--- config.mk ---
export PLATFORM = sky130hd
export DESIGN_NAME = puldc_core
export DESIGN_NICKNAME = d
export VERILOG_FILES = /design/src/core/puldc_sync.v /design/src/core/puldc_core.v
export VERILOG_INCLUDE_DIRS = /design/src /design/src/core
export SDC_FILE = /design/constraint.sdc
export NUM_CORES = 1
export LEC_CHECK = 0
export BUFFER_PORTS_ARGS = -buffer_cell sky130_fd_sc_hd__buf_2
export CORE_ASPECT_RATIO = 1.25
export CORE_MARGIN = 8
export CORE_UTILIZATION = 35
export DETAILED_ROUTE_END_ITERATION = 8
export SYNTH_ARGS = -nofsm -noshare
export SYNTH_HDL_FRONTEND = slang
export SYNTH_HIERARCHICAL = 1
export SYNTH_SLANG_ARGS = --single-unit
--- constraint.sdc ---
create_clock -name clk_sys -period 3.4 [get_ports clk_sys]
set_clock_uncertainty 0.05 [all_clocks]
set_input_delay 0.51 -clock clk_sys [delete_from_list [all_inputs] [get_ports clk_sys]]
set_output_delay 0.51 -clock clk_sys [all_outputs]
set_load 0.01 [all_outputs]
--- src/core/puldc_regs.vh ---
// constants of the power-up load check sequencer
`ifndef PULDC_REGS_VH
`define PULDC_REGS_VH
`define PULDC_START_BIT      4
`define PULDC_FLT_GND_BIT    0
`define PULDC_FLT_SUP_BIT    1
`define PULDC_FLT_SHORT_BIT  2
`define PULDC_FLT_OPEN_BIT   3
`define PULDC_STATUS_RESET   5'h00
`define PULDC_FET_RESET      1'b1
`define PULDC_CLK_MHZ        100
`define PULDC_DIAG_MS        100
`define PULDC_DIAG_CYCLES    (`PULDC_DIAG_MS * 1000 * `PULDC_CLK_MHZ)
`endif

--- src/core/puldc_sync.v ---
// two flop synchroniser for a vector of comparator levels
`timescale 1ns/1ns
module puldc_sync #(
  parameter WIDTH = 6
) (
  input  wire             clk_sys, // system clock
  input  wire             rst_b,   // async reset, active low
  input  wire [WIDTH-1:0] d_in,    // asynchronous levels
  output wire [WIDTH-1:0] q_out    // synchronised levels
);
  reg [WIDTH-1:0] meta_reg;
  reg [WIDTH-1:0] sync_reg;
  // first stage feeds only the second
  always @(posedge clk_sys or negedge rst_b)
  begin
    if (!rst_b)
    begin
      meta_reg <= {WIDTH{1'b0}};
      sync_reg <= {WIDTH{1'b0}};
    end
    else
    begin
      meta_reg <= d_in;
      sync_reg <= meta_reg;
    end
  end
  assign q_out = sync_reg;
endmodule

--- src/core/puldc_core.v ---
// power-up load check sequencer
`timescale 1ns/1ns
`include "puldc_regs.vh"
module puldc_core #(
  parameter [31:0] DIAG_CYCLES = `PULDC_DIAG_CYCLES
) (
  input  wire       clk_sys,            // system clock 100 MHz
  input  wire       rst_b,              // async reset, active low
  input  wire       bus_mode,           // 1: control bus present
  input  wire       start_wr,           // host writes start bit, one cycle
  input  wire       mode_check_en,      // mode selects check, no bus
  input  wire       ramp_cap_full,      // ramp capacitor pin at 98 percent
  input  wire       current_low,        // test current at 2 percent
  input  wire       cmp_short_gnd,      // half bridge out level near ground
  input  wire       cmp_short_sup,      // half bridge out level near supply
  input  wire       cmp_short_load,     // load drop too small
  input  wire       cmp_open_load,      // load drop too large
  output reg  [4:0] load_diag_status_reg, // start bit 4, fault bits 3..0
  output reg        ramp_charge,        // charge ramp capacitor
  output reg        test_current_on,    // test current source enable
  output reg        fet_tristate,       // external drivers tristate
  output reg        alarm_pin_out,      // addr select alarm pin data
  output reg        alarm_pin_oe        // alarm pin driven
);
  // ---------------------------------------------------------------
  // state codes and interval limit
  // ---------------------------------------------------------------
  // one-hot sequencer states
  localparam [3:0]  S_IDLE   = 4'b0001; // waiting for a start
  localparam [3:0]  S_RAMP   = 4'b0010; // ramp capacitor charging
  localparam [3:0]  S_TIME   = 4'b0100; // test current on, interval timed
  localparam [3:0]  S_DECAY  = 4'b1000; // ramp discharge, current decay
  // last counter value of one interval
  localparam [31:0] LAST_CNT = DIAG_CYCLES - 32'h1;

  // ---------------------------------------------------------------
  // declarations
  // ---------------------------------------------------------------
  // sequencer state and interval counter
  reg  [3:0]  state_reg;
  reg  [3:0]  state_next;
  reg  [31:0] cnt_reg;
  reg  [31:0] cnt_next;
  // reading class of the previous cycle
  reg  [3:0]  abn_prev_reg;
  // status and no-bus bookkeeping
  reg  [4:0]  status_next;
  reg         nobus_done_reg;
  reg         nobus_done_next;
  // synchronised comparator levels
  wire [5:0]  sync_q;
  wire [3:0]  abn;
  wire        ramp_ok;
  wire        cur_low;
  wire        any_abn;
  // decoded conditions
  wire        start_req;
  wire        class_same;
  wire        span_full;
  wire        fault_hit;
  wire        clean_done;
  wire        decay_done;

  // ---------------------------------------------------------------
  // helper functions
  // ---------------------------------------------------------------
  // true when a one-hot state vector holds the given state
  function in_state;
    input [3:0] state_vec;
    input [3:0] state_code;
    begin
      in_state = |(state_vec & state_code);
    end
  endfunction

  // true once the counter has covered the whole interval
  function interval_full;
    input [31:0] count;
    input [31:0] last;
    begin
      interval_full = (count >= last);
    end
  endfunction

  // ---------------------------------------------------------------
  // comparator synchronisation
  // ---------------------------------------------------------------
  // all analog levels pass two flops before any decision
  puldc_sync #(.WIDTH(6)) u_sync (
    .clk_sys (clk_sys),
    .rst_b   (rst_b),
    .d_in    ({current_low, ramp_cap_full, cmp_open_load, cmp_short_load,
                cmp_short_sup, cmp_short_gnd}),
    .q_out   (sync_q)
  );
  assign abn     = sync_q[3:0];
  assign ramp_ok = sync_q[4];
  assign cur_low = sync_q[5];
  assign any_abn = |abn;

  // ---------------------------------------------------------------
  // start and interval decode
  // ---------------------------------------------------------------
  // start from bus write or, without bus, from mode selection
  assign start_req  = bus_mode ? start_wr : (mode_check_en & ~nobus_done_reg);
  // reading class unchanged since the last cycle
  assign class_same = (abn == abn_prev_reg);
  // same class held for the whole interval
  assign span_full  = in_state(state_reg, S_TIME) & class_same & interval_full(cnt_reg, LAST_CNT);
  // abnormal for the full interval: latch the matching bits
  assign fault_hit  = span_full & any_abn;
  // clean for the full interval: wind down
  assign clean_done = span_full & ~any_abn;
  // test current decayed to its low level
  assign decay_done = in_state(state_reg, S_DECAY) & cur_low;

  // ---------------------------------------------------------------
  // sequencer
  // ---------------------------------------------------------------
  // next state; a held fault keeps the sequencer timing
  always @*
  begin
    state_next = state_reg;
    case (state_reg)
      S_IDLE:  if (start_req) state_next = S_RAMP;
      S_RAMP:  if (ramp_ok) state_next = S_TIME;
      S_TIME:  if (clean_done) state_next = S_DECAY;
      S_DECAY: if (decay_done) state_next = S_IDLE;
      default: state_next = S_IDLE;
    endcase
  end

  // interval counter, restarts whenever the reading changes class
  always @*
  begin
    cnt_next = cnt_reg;
    if (!in_state(state_reg, S_TIME))
      cnt_next = 32'h0;
    else if (!class_same)
      cnt_next = 32'h0;
    else if (!interval_full(cnt_reg, LAST_CNT))
      cnt_next = cnt_reg + 32'h1;
  end

  // status bits and no-bus completion flag
  always @*
  begin
    status_next     = load_diag_status_reg;
    nobus_done_next = nobus_done_reg;
    // dropping the mode selection arms a new no-bus run
    if (!mode_check_en)
      nobus_done_next = 1'b0;
    if (in_state(state_reg, S_IDLE) && start_req)
    begin
      // set start, clear old faults
      status_next                   = `PULDC_STATUS_RESET;
      status_next[`PULDC_START_BIT] = 1'b1;
    end
    else if (fault_hit)
      status_next[3:0] = load_diag_status_reg[3:0] | abn;
    else if (decay_done)
    begin
      // host polls this bit for completion
      status_next[`PULDC_START_BIT] = 1'b0;
      // completion wins over a same-cycle mode drop
      if (!bus_mode)
        nobus_done_next = 1'b1;
    end
  end

  // state, counter, class history and status flops
  always @(posedge clk_sys or negedge rst_b)
  begin
    if (!rst_b)
    begin
      state_reg            <= S_IDLE;
      cnt_reg              <= 32'h0;
      abn_prev_reg         <= 4'h0;
      load_diag_status_reg <= `PULDC_STATUS_RESET;
      nobus_done_reg       <= 1'b0;
    end
    else
    begin
      state_reg            <= state_next;
      cnt_reg              <= cnt_next;
      abn_prev_reg         <= abn;
      load_diag_status_reg <= status_next;
      nobus_done_reg       <= nobus_done_next;
    end
  end

  // ---------------------------------------------------------------
  // analog controls and pins
  // ---------------------------------------------------------------
  // registered so the analog side never sees decode glitches
  always @(posedge clk_sys or negedge rst_b)
  begin
    if (!rst_b)
    begin
      ramp_charge     <= 1'b0;
      test_current_on <= 1'b0;
      fet_tristate    <= `PULDC_FET_RESET;
      alarm_pin_out   <= 1'b0;
      alarm_pin_oe    <= 1'b0;
    end
    else
    begin
      ramp_charge     <= in_state(state_next, S_RAMP | S_TIME); // discharge in decay
      test_current_on <= in_state(state_next, S_TIME);
      fet_tristate    <= !in_state(state_next, S_IDLE) || (!bus_mode && mode_check_en && !nobus_done_reg);
      alarm_pin_oe    <= ~bus_mode;
      alarm_pin_out   <= ~bus_mode && !in_state(state_next, S_IDLE) && (|load_diag_status_reg[3:0]); // low at end
    end
  end
endmodule

# Yosys cells after proc, flatten, opt, wreduce, memory -nomap -nowiden
# Cells that the tools add are included.
# classes
addsub,1
n_lt_le_gt_ge,1
n_eq_ne,11
muxes,18
bitwise_logic,10
reduce_logical,16
# ops
operator,count
2-to-1 mux 32 bit,3
"adder 32 x 1 -> 32 bit, second input constant",1
">= comparator 32 x 24 -> 1 bit, second input constant",1
2-to-1 mux 4 bit,5
case mux 4 bit (4 select lines),1
2-to-1 mux 1 bit,8
OR reduction 4 bit,2
AND 1 bit,6
"!= test 2 bit, second input constant",3
logical AND 1 bit,5
2-to-1 mux 5 bit,1
"equality test 4 x 1 -> 1 bit, second input constant",1
"equality test 4 x 2 -> 1 bit, second input constant",1
"equality test 4 x 3 -> 1 bit, second input constant",1
equality test 4 bit,1
"equality test 4 bit, second input constant",1
"!= test 2 x 1 -> 1 bit, second input constant",2
bitwise OR 4 bit,1
AND reduction 4 bit,1
nonzero test 2 bit,2
logical NOT 1 bit,3
"!= test 3 bit, second input constant",1
inverter 1 bit,3
AND reduction 2 bit,1
other kinds (2),2
# word_totals
regBits,63
in_bits,11
out_inout_bits,10

# Depth between registers and ports, before layout
# Gate-level depths: netlist (run 1).
# depth
ltp_word,9
ltp_mapped,7
mapped_depth_nobuf,5

# Modules after synthesis
# The synthesis (run 1) kept the hierarchy.
# modules_own_cells
mod,instances,cells_per_inst,area_per_inst_um2,seq_area_each_um2
puldc_core,1,266,2527.4,1253.7
puldc_sync,1,12,300.3,300.3

# Worst setup path before layout (run 1)
# No wires, ideal clock.
# synth_path
path_type,register to register
startpoint,register cnt_reg[14]
endpoint,register cnt_reg[11]
setup_ns,0.078
arrival_time_ns,1.890
t_required_ns,3.272
slack_ns,1.382
path_stages_with_launch,7
synth_period_minus_slack_ns,2.018
cell_sequence,dfrtp_1 or4_1 nor2_2 a211oi_2 buf_6 or4_1 a21oi_1
# synth_via
elab_chain_len,2
# synth_lines
item,line_no,source
"start, declared",puldc_core.v:42,reg [31:0] cnt_reg;
"start signal, assigned",puldc_core.v:185,cnt_reg <= cnt_next;
>= comparator 32 x 24 -> 1 bit,puldc_core.v:81,interval_full = (count >= last);
!= test 3 bit (no source line),-,
# Every way passes these cells.
# A chain may end at the register's enable or synchronous reset.

# Worst setup path in the final report (run 1)
# layout_path
startpoint,register cnt_reg[18]
endpoint,register nobus_done_reg
# layout_via
elab_chain_len,5
# layout_lines
item,line_no,source
>= comparator 32 x 24 -> 1 bit,puldc_core.v:81,
AND 1 bit,puldc_core.v:109,"assign span_full = in_state(state_reg, S_TIME) & class_same & interval_full(cnt_reg, LAST_CNT);"
AND 1 bit,puldc_core.v:111,assign fault_hit = span_full & any_abn;
2-to-1 mux 1 bit,puldc_core.v:159,else if (fault_hit)
2-to-1 mux 1 bit,puldc_core.v:153,"if (in_state(state_reg, S_IDLE) && start_req)"
net nobus_done_next,puldc_core.v:49,reg nobus_done_next;
"end signal, assigned",puldc_core.v:188,nobus_done_reg <= nobus_done_next;
"end, declared",puldc_core.v:48,reg nobus_done_reg;
# The timed path passes the listed nets, and every way through them passes these cells.

==> qor.csv, run 1 <==
metric,value,unit
Worst Path Max Fanout,19,
sequence of cells on the critical path,"nor3_1, nand4_1, a211oi_2, buf_4, o211ai_1, a32o_1",
worst vdd ir,215,uV
most area-consuming cells after synthesis,"dfrtp_1 (53%), a21oi_1 (4.8%), or4_1 (4.8%)",
Skew-Pair Late Insertion Delay,330,ps
CP peak stage delay,810,ps
"Period Utilization, post-route",0.774,
clk root buf,clkbuf_8,
Critical Path AT,2810,ps
nets,312,
synthesized area per cell,10.2,um2
Synth Register Bits,62,
Final Non-Filler Cells,400,
R2R setup slack,770,ps
Cell Rows,36,
Yosys cell types,40,
FF-to-FF Start,cnt_reg[18]$_DFFE_PN0P_,
post-DR wirelength/cell,14.2,um
Syn Inst Count,278,
setup TNS,0,ps
pre-CTS setup slack,772,ps
# resized after CTS,0,
post-CTS setup buffers,0,
die area,11200,um2
Startpoint Class,register,
Max-Cap Viols,0,
Final Util,0.411,
antenna-violating nets left,0,
core box area,7840,um2
status,"complete, no violations",
RSZ-0062 raised after global routing,false,
vias in the first global route,2146,
critical path endpoint category,register,
Period minus WS final,2630,ps
largest net degree at the start of global routing,38,
setup ws final,769,ps
Starting Density,0.361,
relative slew slack,0.381,
Synth Flop Type,dfrtp_1,
ranking of synthesized cells by instance count,"dfrtp_1 (60), a21oi_1 (27), nand2_1 (25)",
Post-synth EDFFs,0,
"Req. time, crit path",3580,ps
Worst Hold Class,input port to asynchronous set/reset pin,
routability cong.,0.814,
worst hold slack,216,ps
total iterations of the first detailed-routing run,4,
gr ovfl total,0,
H-Tree Depth,3,
Tot GR Track Use,0.112,
count of buffers from port buffering,20,
Worst Tran Pin Value,927,ps
CTS buffer count,9,
Pins Over Slew Limit,0,
fraction of registers with async set/reset,1.00,
# setup viols final,0,
WS Path Type,register to register,
Vias/cell,5.44,
top cell type's share of synthesized area,0.531,
max FFs per register,32,
Post-Syn Nets,290,
pwr dens,493,nW/um2
Die Wd,96.4,um
CTS max path bufs,2,
Die H,116,um
sequential-to-total area share from yosys stat,0.550,
post-DP HPWL,3920,um
Crit-path slowest cell,a211oi_2,
Iter 0 DRT Violations,83,
initial antenna violation count,0,
clock sinks,62,
multi-input logic area,1180,um2
most frequent cell after synthesis,dfrtp_1,
Final Hold Viols,0,
Filler cells,785,
register area,1550,um2
Inst Count DP,384,
clock-pin slew on the worst setup and hold paths,70,ps
RR Endpoint,nobus_done_reg$_DFF_PN0_,
Leak,1.35,nW
"Area growth, synth to finish",13.9,%
first-pass GRT wire length,9940,um
top cell type by total area after synthesis,dfrtp_1,
synth warn,6,
f_max,380,MHz
Synth Cell Area,2830,um2
TritonCTS clock tree,built,
reg2reg path depth,6,
DR vias,2174,
fraction of layout cells with a size suffix above 1,0.157,
drt total wl,5670,um
"Hold-fix buffers, CTS",0,
# IOs,21,
diode count,0,
Residual DRC,0,
## logic make-up (layout without fill, tap and decap cells)
kind of cell / Yosys count / count (layout) / share of synthesized area
adders and majority gates: 1 / 1 / 0.00442
xor gates and xnor gates: 4 / 4 / 0.0124
AOI/OAI and AO/OA: 70 / 70 / 0.154
DFF: 62 / 62 / 0.550
buffers and inverters: 23 / 50 / 0.0336
muxes: 2 / 2 / 0.00708
and+or+nand+nor: 116 / 116 / 0.239
## cell type report
class	count	share of cell area
Sequential cell	62	0.483
Multi-Input combinational cell	193	0.366
Timing Repair Buffer	25	0.0427
Clock buffer	9	0.0385
Tap cell	95	0.0369
Clock inverter	7	0.0229
Inverter	9	0.0105
## placed cells by master (no fill, tap or decap), drive strengths merged, types with 10 or more instances in the layout
cell | Yosys | layout
a21oi | 27 | 27
or4 | 18 | 18
and2 | 12 | 12
nand3 | 18 | 18
dfrtp | 60 | 60
o31ai | 14 | 14
inv | 9 | 10
nand2 | 25 | 25
buf | 2 | 25
o21ai | 14 | 14
## worst max path at each step
stage,startpoint,to,cells past startpoint
finish,cnt_reg[18]$_DFFE_PN0P_,nobus_done_reg$_DFF_PN0_,6
global route,cnt_reg[0]$_DFFE_PN0P_,nobus_done_reg$_DFF_PN0_,6
CTS,cnt_reg[0]$_DFFE_PN0P_,nobus_done_reg$_DFF_PN0_,6
detailed placement,cnt_reg[0]$_DFFE_PN0P_,nobus_done_reg$_DFF_PN0_,6
global placement,cnt_reg[30]$_DFFE_PN0P_,cnt_reg[15]$_DFFE_PN0P_,5
floorplan,cnt_reg[14]$_DFFE_PN0P_,cnt_reg[11]$_DFFE_PN0P_,6
## per-stage QoR
step | power (W) | instance area [um2]
6_report | 0.00159 | 3220
5_1_grt | 0.00166 | 3220
4_1_cts | 0.00161 | 3220
3_5_place_dp | 0.000966 | 3020
3_3_place_gp | 0.000964 | 3020
2_1_floorplan | 0.000905 | 2830
## power breakdown
| part | switching (W) | internal, W |
|---|---|---|
| combinational | 0.0000769 | 0.0000567 |
| clock | 0.000299 | 0.000340 |
| sequential | 0.0000359 | 0.000780 |
## routing by layer
layer / track usage / part of all wire
met4: 0.0516 / 0.018
met3: 0.0302 / 0.025
met2: 0.186 / 0.50
met1: 0.131 / 0.46
met5: 0 / 0
## worst max-delay path, delay by kind of cell (launching register included)
family                 cells  cell delay, ps
buffers and inverters      1             360
flip-flops                 1             410
AO/OA/AOI/OAI              3            1270
AND/OR/NAND/NOR            2             440
(Power assumes the default switching activity.)
==> run 2: changes to the inputs <==
Settings changed: ABC_AREA set to 1.
Clock period 3.4 ns to 2.4 ns, I/O delays scaled along.
==> qor.csv, run 2 <==
metric,value,unit
initial antenna violation count,0,
top cell type's share of synthesized area,0.462,
Final Cell Area,3810,um2
gr ovfl total,0,
most frequent cells in the layout,"nand2_1 (89), nor2_1 (72), dfrtp_1 (60)",
logic gate share of total power,0.087,
setup ws final,367,ps
multi-input logic area,1440,um2
most area-consuming cells after synthesis,"dfrtp_1 (46%), nand2_1 (10%), nor2_1 (8.3%)",
Cell Rows,39,
clock-pin slew on the worst setup and hold paths,60,ps
f_max,492,MHz
routability cong.,0.932,
Yosys cell types,33,
ranking of synthesized cells by instance count,"nand2_1 (89), nor2_1 (72), dfrtp_1 (60)",
setup TNS,0,ps
largest net degree at the start of global routing,42,
die area,12600,um2
R2R setup slack,370,ps
max FFs per register,32,
Syn Inst Count,411,
RSZ-0062 raised after global routing,false,
"Period Utilization, post-route",0.847,
clock sinks,62,
WS Path Type,register to register,
Pins Over Slew Limit,0,
DR vias,2753,
fraction of layout cells with a size suffix above 1,0.160,
"Req. time, crit path",2600,ps
H-Tree Depth,3,
sequential-to-total area share from yosys stat,0.478,
placed inst area,3480,um2
Synth Register Bits,62,
Final Hold Viols,0,
Synth Flop Type,dfrtp_1,
Iter 0 DRT Violations,248,
"Area growth, synth to finish",17.4,%
Synth Cell Area,3250,um2
total iterations of the first detailed-routing run,5,
Startpoint Class,register,
internal power,0.00210,W
worst vdd ir,496,uV
Residual DRC,0,
Vias/cell,4.86,
diode count,0,
CTS buffer count,9,
Tot GR Track Use,0.130,
hold path cells,1,
pwr dens,725,nW/um2
RR Endpoint,cnt_reg[18]$_DFFE_PN0P_,
drt total wl,7410,um
Worst Hold End,u_sync/meta_reg[0]$_DFF_PN0_,
core box area,9080,um2
antenna-violating nets left,0,
FF-to-FF Start,cnt_reg[0]$_DFFE_PN0P_,
reg2reg path depth,12,
count of buffers from port buffering,20,
Leak,1.69,nW
Starting Density,0.358,
Psw,0.000668,W
Post-synth EDFFs,0,
Seq pwr share,0.411,
pre-CTS setup slack,355,ps
Critical Path AT,2230,ps
post-CTS setup buffers,0,
first-pass GRT wire length,12900,um
Period minus WS final,2030,ps
Die H,124,um
clk root buf,clkbuf_16,
fraction of registers with async set/reset,1.00,
post-DR wirelength/cell,13.1,um
Worst Hold Class,input port to register,
# setup viols final,0,
vias in the first global route,2748,
most frequent cell after synthesis,nand2_1,
Die Wd,102,um
Post-Syn Nets,423,
register area,1550,um2
relative slew slack,0.626,
nets,451,
Worst Tran Pin Value,561,ps
critical path endpoint category,register,
synthesized area per cell,7.91,um2
# resized after CTS,0,
share of power burned in the clock network,0.502,
Final Util,0.420,
CTS max path bufs,2,
post-DP HPWL,5370,um
worst hold slack,86.4,ps
Sw Share,0.241,
Filler cells,948,
synth warn,6,
Worst Path Max Fanout,25,
Skew-Pair Late Insertion Delay,330,ps
top cell type by total area after synthesis,dfrtp_1,
status,"complete, no violations",
TritonCTS clock tree,built,
"commonest non-fill, non-tap cell in the layout",nand2_1,
Max-Cap Viols,0,
Hold Path Origin,cmp_short_gnd,
# IOs,21,
[run 2: critical path, cell delays in order, from the launching register on]
cell     delay (ps)
dfrtp_1         420
ha_1            250
nand2_1         140
nor2_1           50
nand2_1          80
nand2_1          50
nand2_1          70
nand2_2          70
nand2_4         120
nand2_8         140
nand2_4         270
nand2_1          80
a21oi_1         140
[run 2: power groups by stage]
stage               clock, W  combinational, W  sequential [W]
CTS                  0.00141          0.000248         0.00114
detailed placement         0          0.000246         0.00116
finish               0.00139          0.000240         0.00114
floorplan                  0          0.000131         0.00116
global placement           0          0.000240         0.00115
global route         0.00145          0.000278         0.00115
[run 2: through the flow]
step	total power, W	cells
2_1_floorplan	0.00129	411
3_3_place_gp	0.00139	550
3_5_place_dp	0.00140	550
4_1_cts	0.00279	567
5_1_grt	0.00287	567
6_report	0.00276	567
[run 2: cells by family (layout without fill, tap and decap cells)]
family          Yosys count  in the layout  synth area share
compound gates           24             24            0.0443
xor+xnor                 13             13            0.0350
fa+ha+maj                 1              1           0.00385
buf+inv                  59             92            0.0793
flops                    62             62             0.478
simple gates            252            252             0.360
[run 2: repair_timing]
item / CTS / global route
endpoints found under the setup margin: 0 / 0
hold endpoints to repair: 21 / 0
hold buffers: 1 / 0
[run 2: worst max path at each step]
stage                                       from                      end  slack (ps)  cells past startpoint
final                     cnt_reg[0]$_DFFE_PN0P_  cnt_reg[18]$_DFFE_PN0P_         370                     12
after global routing      cnt_reg[0]$_DFFE_PN0P_  cnt_reg[11]$_DFFE_PN0P_         170                     12
after CTS                 cnt_reg[0]$_DFFE_PN0P_  cnt_reg[18]$_DFFE_PN0P_         350                     12
after detailed placement  cnt_reg[0]$_DFFE_PN0P_  cnt_reg[18]$_DFFE_PN0P_         360                     12
after global placement    cnt_reg[0]$_DFFE_PN0P_  cnt_reg[18]$_DFFE_PN0P_         440                     12
after floorplan           cnt_reg[0]$_DFFE_PN0P_   cnt_reg[0]$_DFFE_PN0P_         720                     12
[run 2: area by class of cell]
type | instances | share of cell area
Sequential cell | 62 | 0.407
Multi-Input combinational cell | 290 | 0.377
Clock buffer | 9 | 0.0590
Inverter | 51 | 0.0502
Tap cell | 123 | 0.0403
Timing Repair Buffer | 25 | 0.0400
Clock inverter | 7 | 0.0259
[run 2: metal layers]
layer / track usage / vias to the layer above / routed length [um] / share of wire
met2: 0.213 / 82 / 3640 / 0.49
met5: 0 / - / 0 / 0
met4: 0.0708 / 0 / 231 / 0.031
li1: - / 1365 / - / -
met1: 0.157 / 1284 / 3180 / 0.43
met3: 0.0235 / 22 / 355 / 0.048
==> run 3: changes to the inputs <==
Clock period 2.4 ns to 1.85 ns, I/O delays scaled along.
==> qor.csv, run 3 (synthesized netlist as in run 2, its figures left out) <==
metric,value,unit
"Area growth, synth to finish",25.6,%
# setup viols final,0,
Crit-path slowest cell,dfrtp_1,
"Req. time, crit path",2030,ps
Hold Path Origin,bus_mode,
WS Path Type,register to register,
Worst Hold Class,input port to register,
Worst Path Max Fanout,4,
first-pass GRT wire length,13100,um
Die H,124,um
post-DR wirelength/cell,12.9,um
worst vdd ir,469,uV
Die Wd,102,um
hold path cells,2,
Final Hold Viols,0,
max FFs per register,32,
vias in the first global route,2853,
CTS buffer count,9,
Skew-Pair Late Insertion Delay,330,ps
worst hold slack,90.6,ps
H-Tree Depth,3,
TritonCTS clock tree,built,
"Period Utilization, post-route",0.958,
setup ws final,77.1,ps
Critical Path AT,1950,ps
die area,12600,um2
"Largest delay share family, worst path",simple AND/OR/NAND/NOR gates,
relative slew slack,0.636,
clock-pin slew on the worst setup and hold paths,60,ps
sequence of cells on the critical path,"ha_1, nand2_2, nor2_2, inv_1, buf_4, nor2_1, xnor2_1, nor2_1, nand3_1, nand2_1",
drt total wl,7690,um
antenna-violating nets left,0,
# IOs,21,
Worst Tran Pin Value,546,ps
reg2reg path depth,10,
Residual DRC,0,
Startpoint Class,register,
CP peak stage delay,350,ps
FF-to-FF Start,cnt_reg[0]$_DFFE_PN0P_,
gr ovfl total,0,
WP buf/inv,2,
most frequent cells in the layout,"nand2_1 (87), nor2_1 (72), dfrtp_1 (59)",
pre-CTS setup slack,40.7,ps
critical path endpoint category,register,
status,"complete, no violations",
Starting Density,0.358,
core box area,9080,um2
Iter 0 DRT Violations,207,
R2R setup slack,80,ps
RR Endpoint,cnt_reg[12]$_DFFE_PN0P_,
Pins Over Slew Limit,0,
Vias/cell,4.70,
f_max,564,MHz
Tot GR Track Use,0.132,
routability cong.,0.947,
"most used cell, CP",nor2_1,
DR vias,2800,
post-DP HPWL,5700,um
Max-Cap Viols,0,
RSZ-0062 raised after global routing,true,
pwr dens,867,nW/um2
total iterations of the first detailed-routing run,4,
"commonest non-fill, non-tap cell in the layout",nand2_1,
diode count,0,
count of buffers from port buffering,20,
initial antenna violation count,0,
largest net degree at the start of global routing,25,
Worst Hold End,alarm_pin_out$_DFF_PN0_,
clock sinks,62,
CTS max path bufs,2,
Leak,1.81,nW
Final Util,0.450,
clk root buf,clkbuf_16,
Period minus WS final,1770,ps
post-CTS setup buffers,0,
Cell Rows,39,
fraction of layout cells with a size suffix above 1,0.207,
nets,480,
## run 3: power breakdown
group          leakage [nW]  internal [W]  switching (W)
clock network         0.148       0.00106       0.000664
logic                 0.849      0.000126       0.000216
registers             0.811       0.00144      0.0000351
## run 3: worst register-to-register path, stage by stage, from the launching register on
cell and delay, ps:
dfrtp_1 350, ha_1 190, nand2_2 100, nor2_2 220, inv_1 130, buf_4 160
nor2_1 140, xnor2_1 130, nor2_1 60, nand3_1 80, nand2_1 50
## run 3: layer usage
metal | up-vias | global-route usage | share of wire
li1 | 1427 | - | -
met1 | 1296 | 0.153 | 0.44
met2 | 63 | 0.223 | 0.50
met3 | 14 | 0.0280 | 0.036
met4 | 0 | 0.0718 | 0.024
met5 | - | 0 | 0
## run 3: cell type report
class | count | area (um2)
fill | 934 | 4990
multi-input combinational | 290 | 1460
tap | 123 | 154
sequential | 62 | 1560
clock buffer | 9 | 225
timing repair buffer | 54 | 409
inverter | 51 | 195
clock inverter | 7 | 80.1
## run 3: metrics by stage
step	instance area, um2	TNS (ps)	cells	total power [W]
3_5_place_dp	3670	0	573	0.00183
2_1_floorplan	3250	0	411	0.00168
6_report	4080	0	596	0.00354
3_3_place_gp	3670	0	573	0.00183
4_1_cts	4040	0	596	0.00358
5_1_grt	4080	-217	596	0.00367
## run 3: worst max path at each step
stage,to,from,slack (ps),cells past startpoint
after floorplan,cnt_reg[0]$_DFFE_PN0P_,cnt_reg[0]$_DFFE_PN0P_,170,12
after global placement,cnt_reg[11]$_DFFE_PN0P_,cnt_reg[18]$_DFFE_PN0P_,70,8
after detailed placement,cnt_reg[18]$_DFFE_PN0P_,cnt_reg[0]$_DFFE_PN0P_,40,12
after CTS,cnt_reg[18]$_DFFE_PN0P_,cnt_reg[0]$_DFFE_PN0P_,30,12
after global routing,cnt_reg[4]$_DFFE_PN0P_,cnt_reg[0]$_DFFE_PN0P_,-60,13
final,cnt_reg[12]$_DFFE_PN0P_,cnt_reg[0]$_DFFE_PN0P_,80,10
## run 3: what timing repair did
| action | CTS | global route |
|---|---|---|
| hold buffers | 7 | 0 |
| setup endpoints to repair | 0 | 27 |
| resized for setup | 0 | 10 |
| hold endpoints to repair | 26 | 0 |
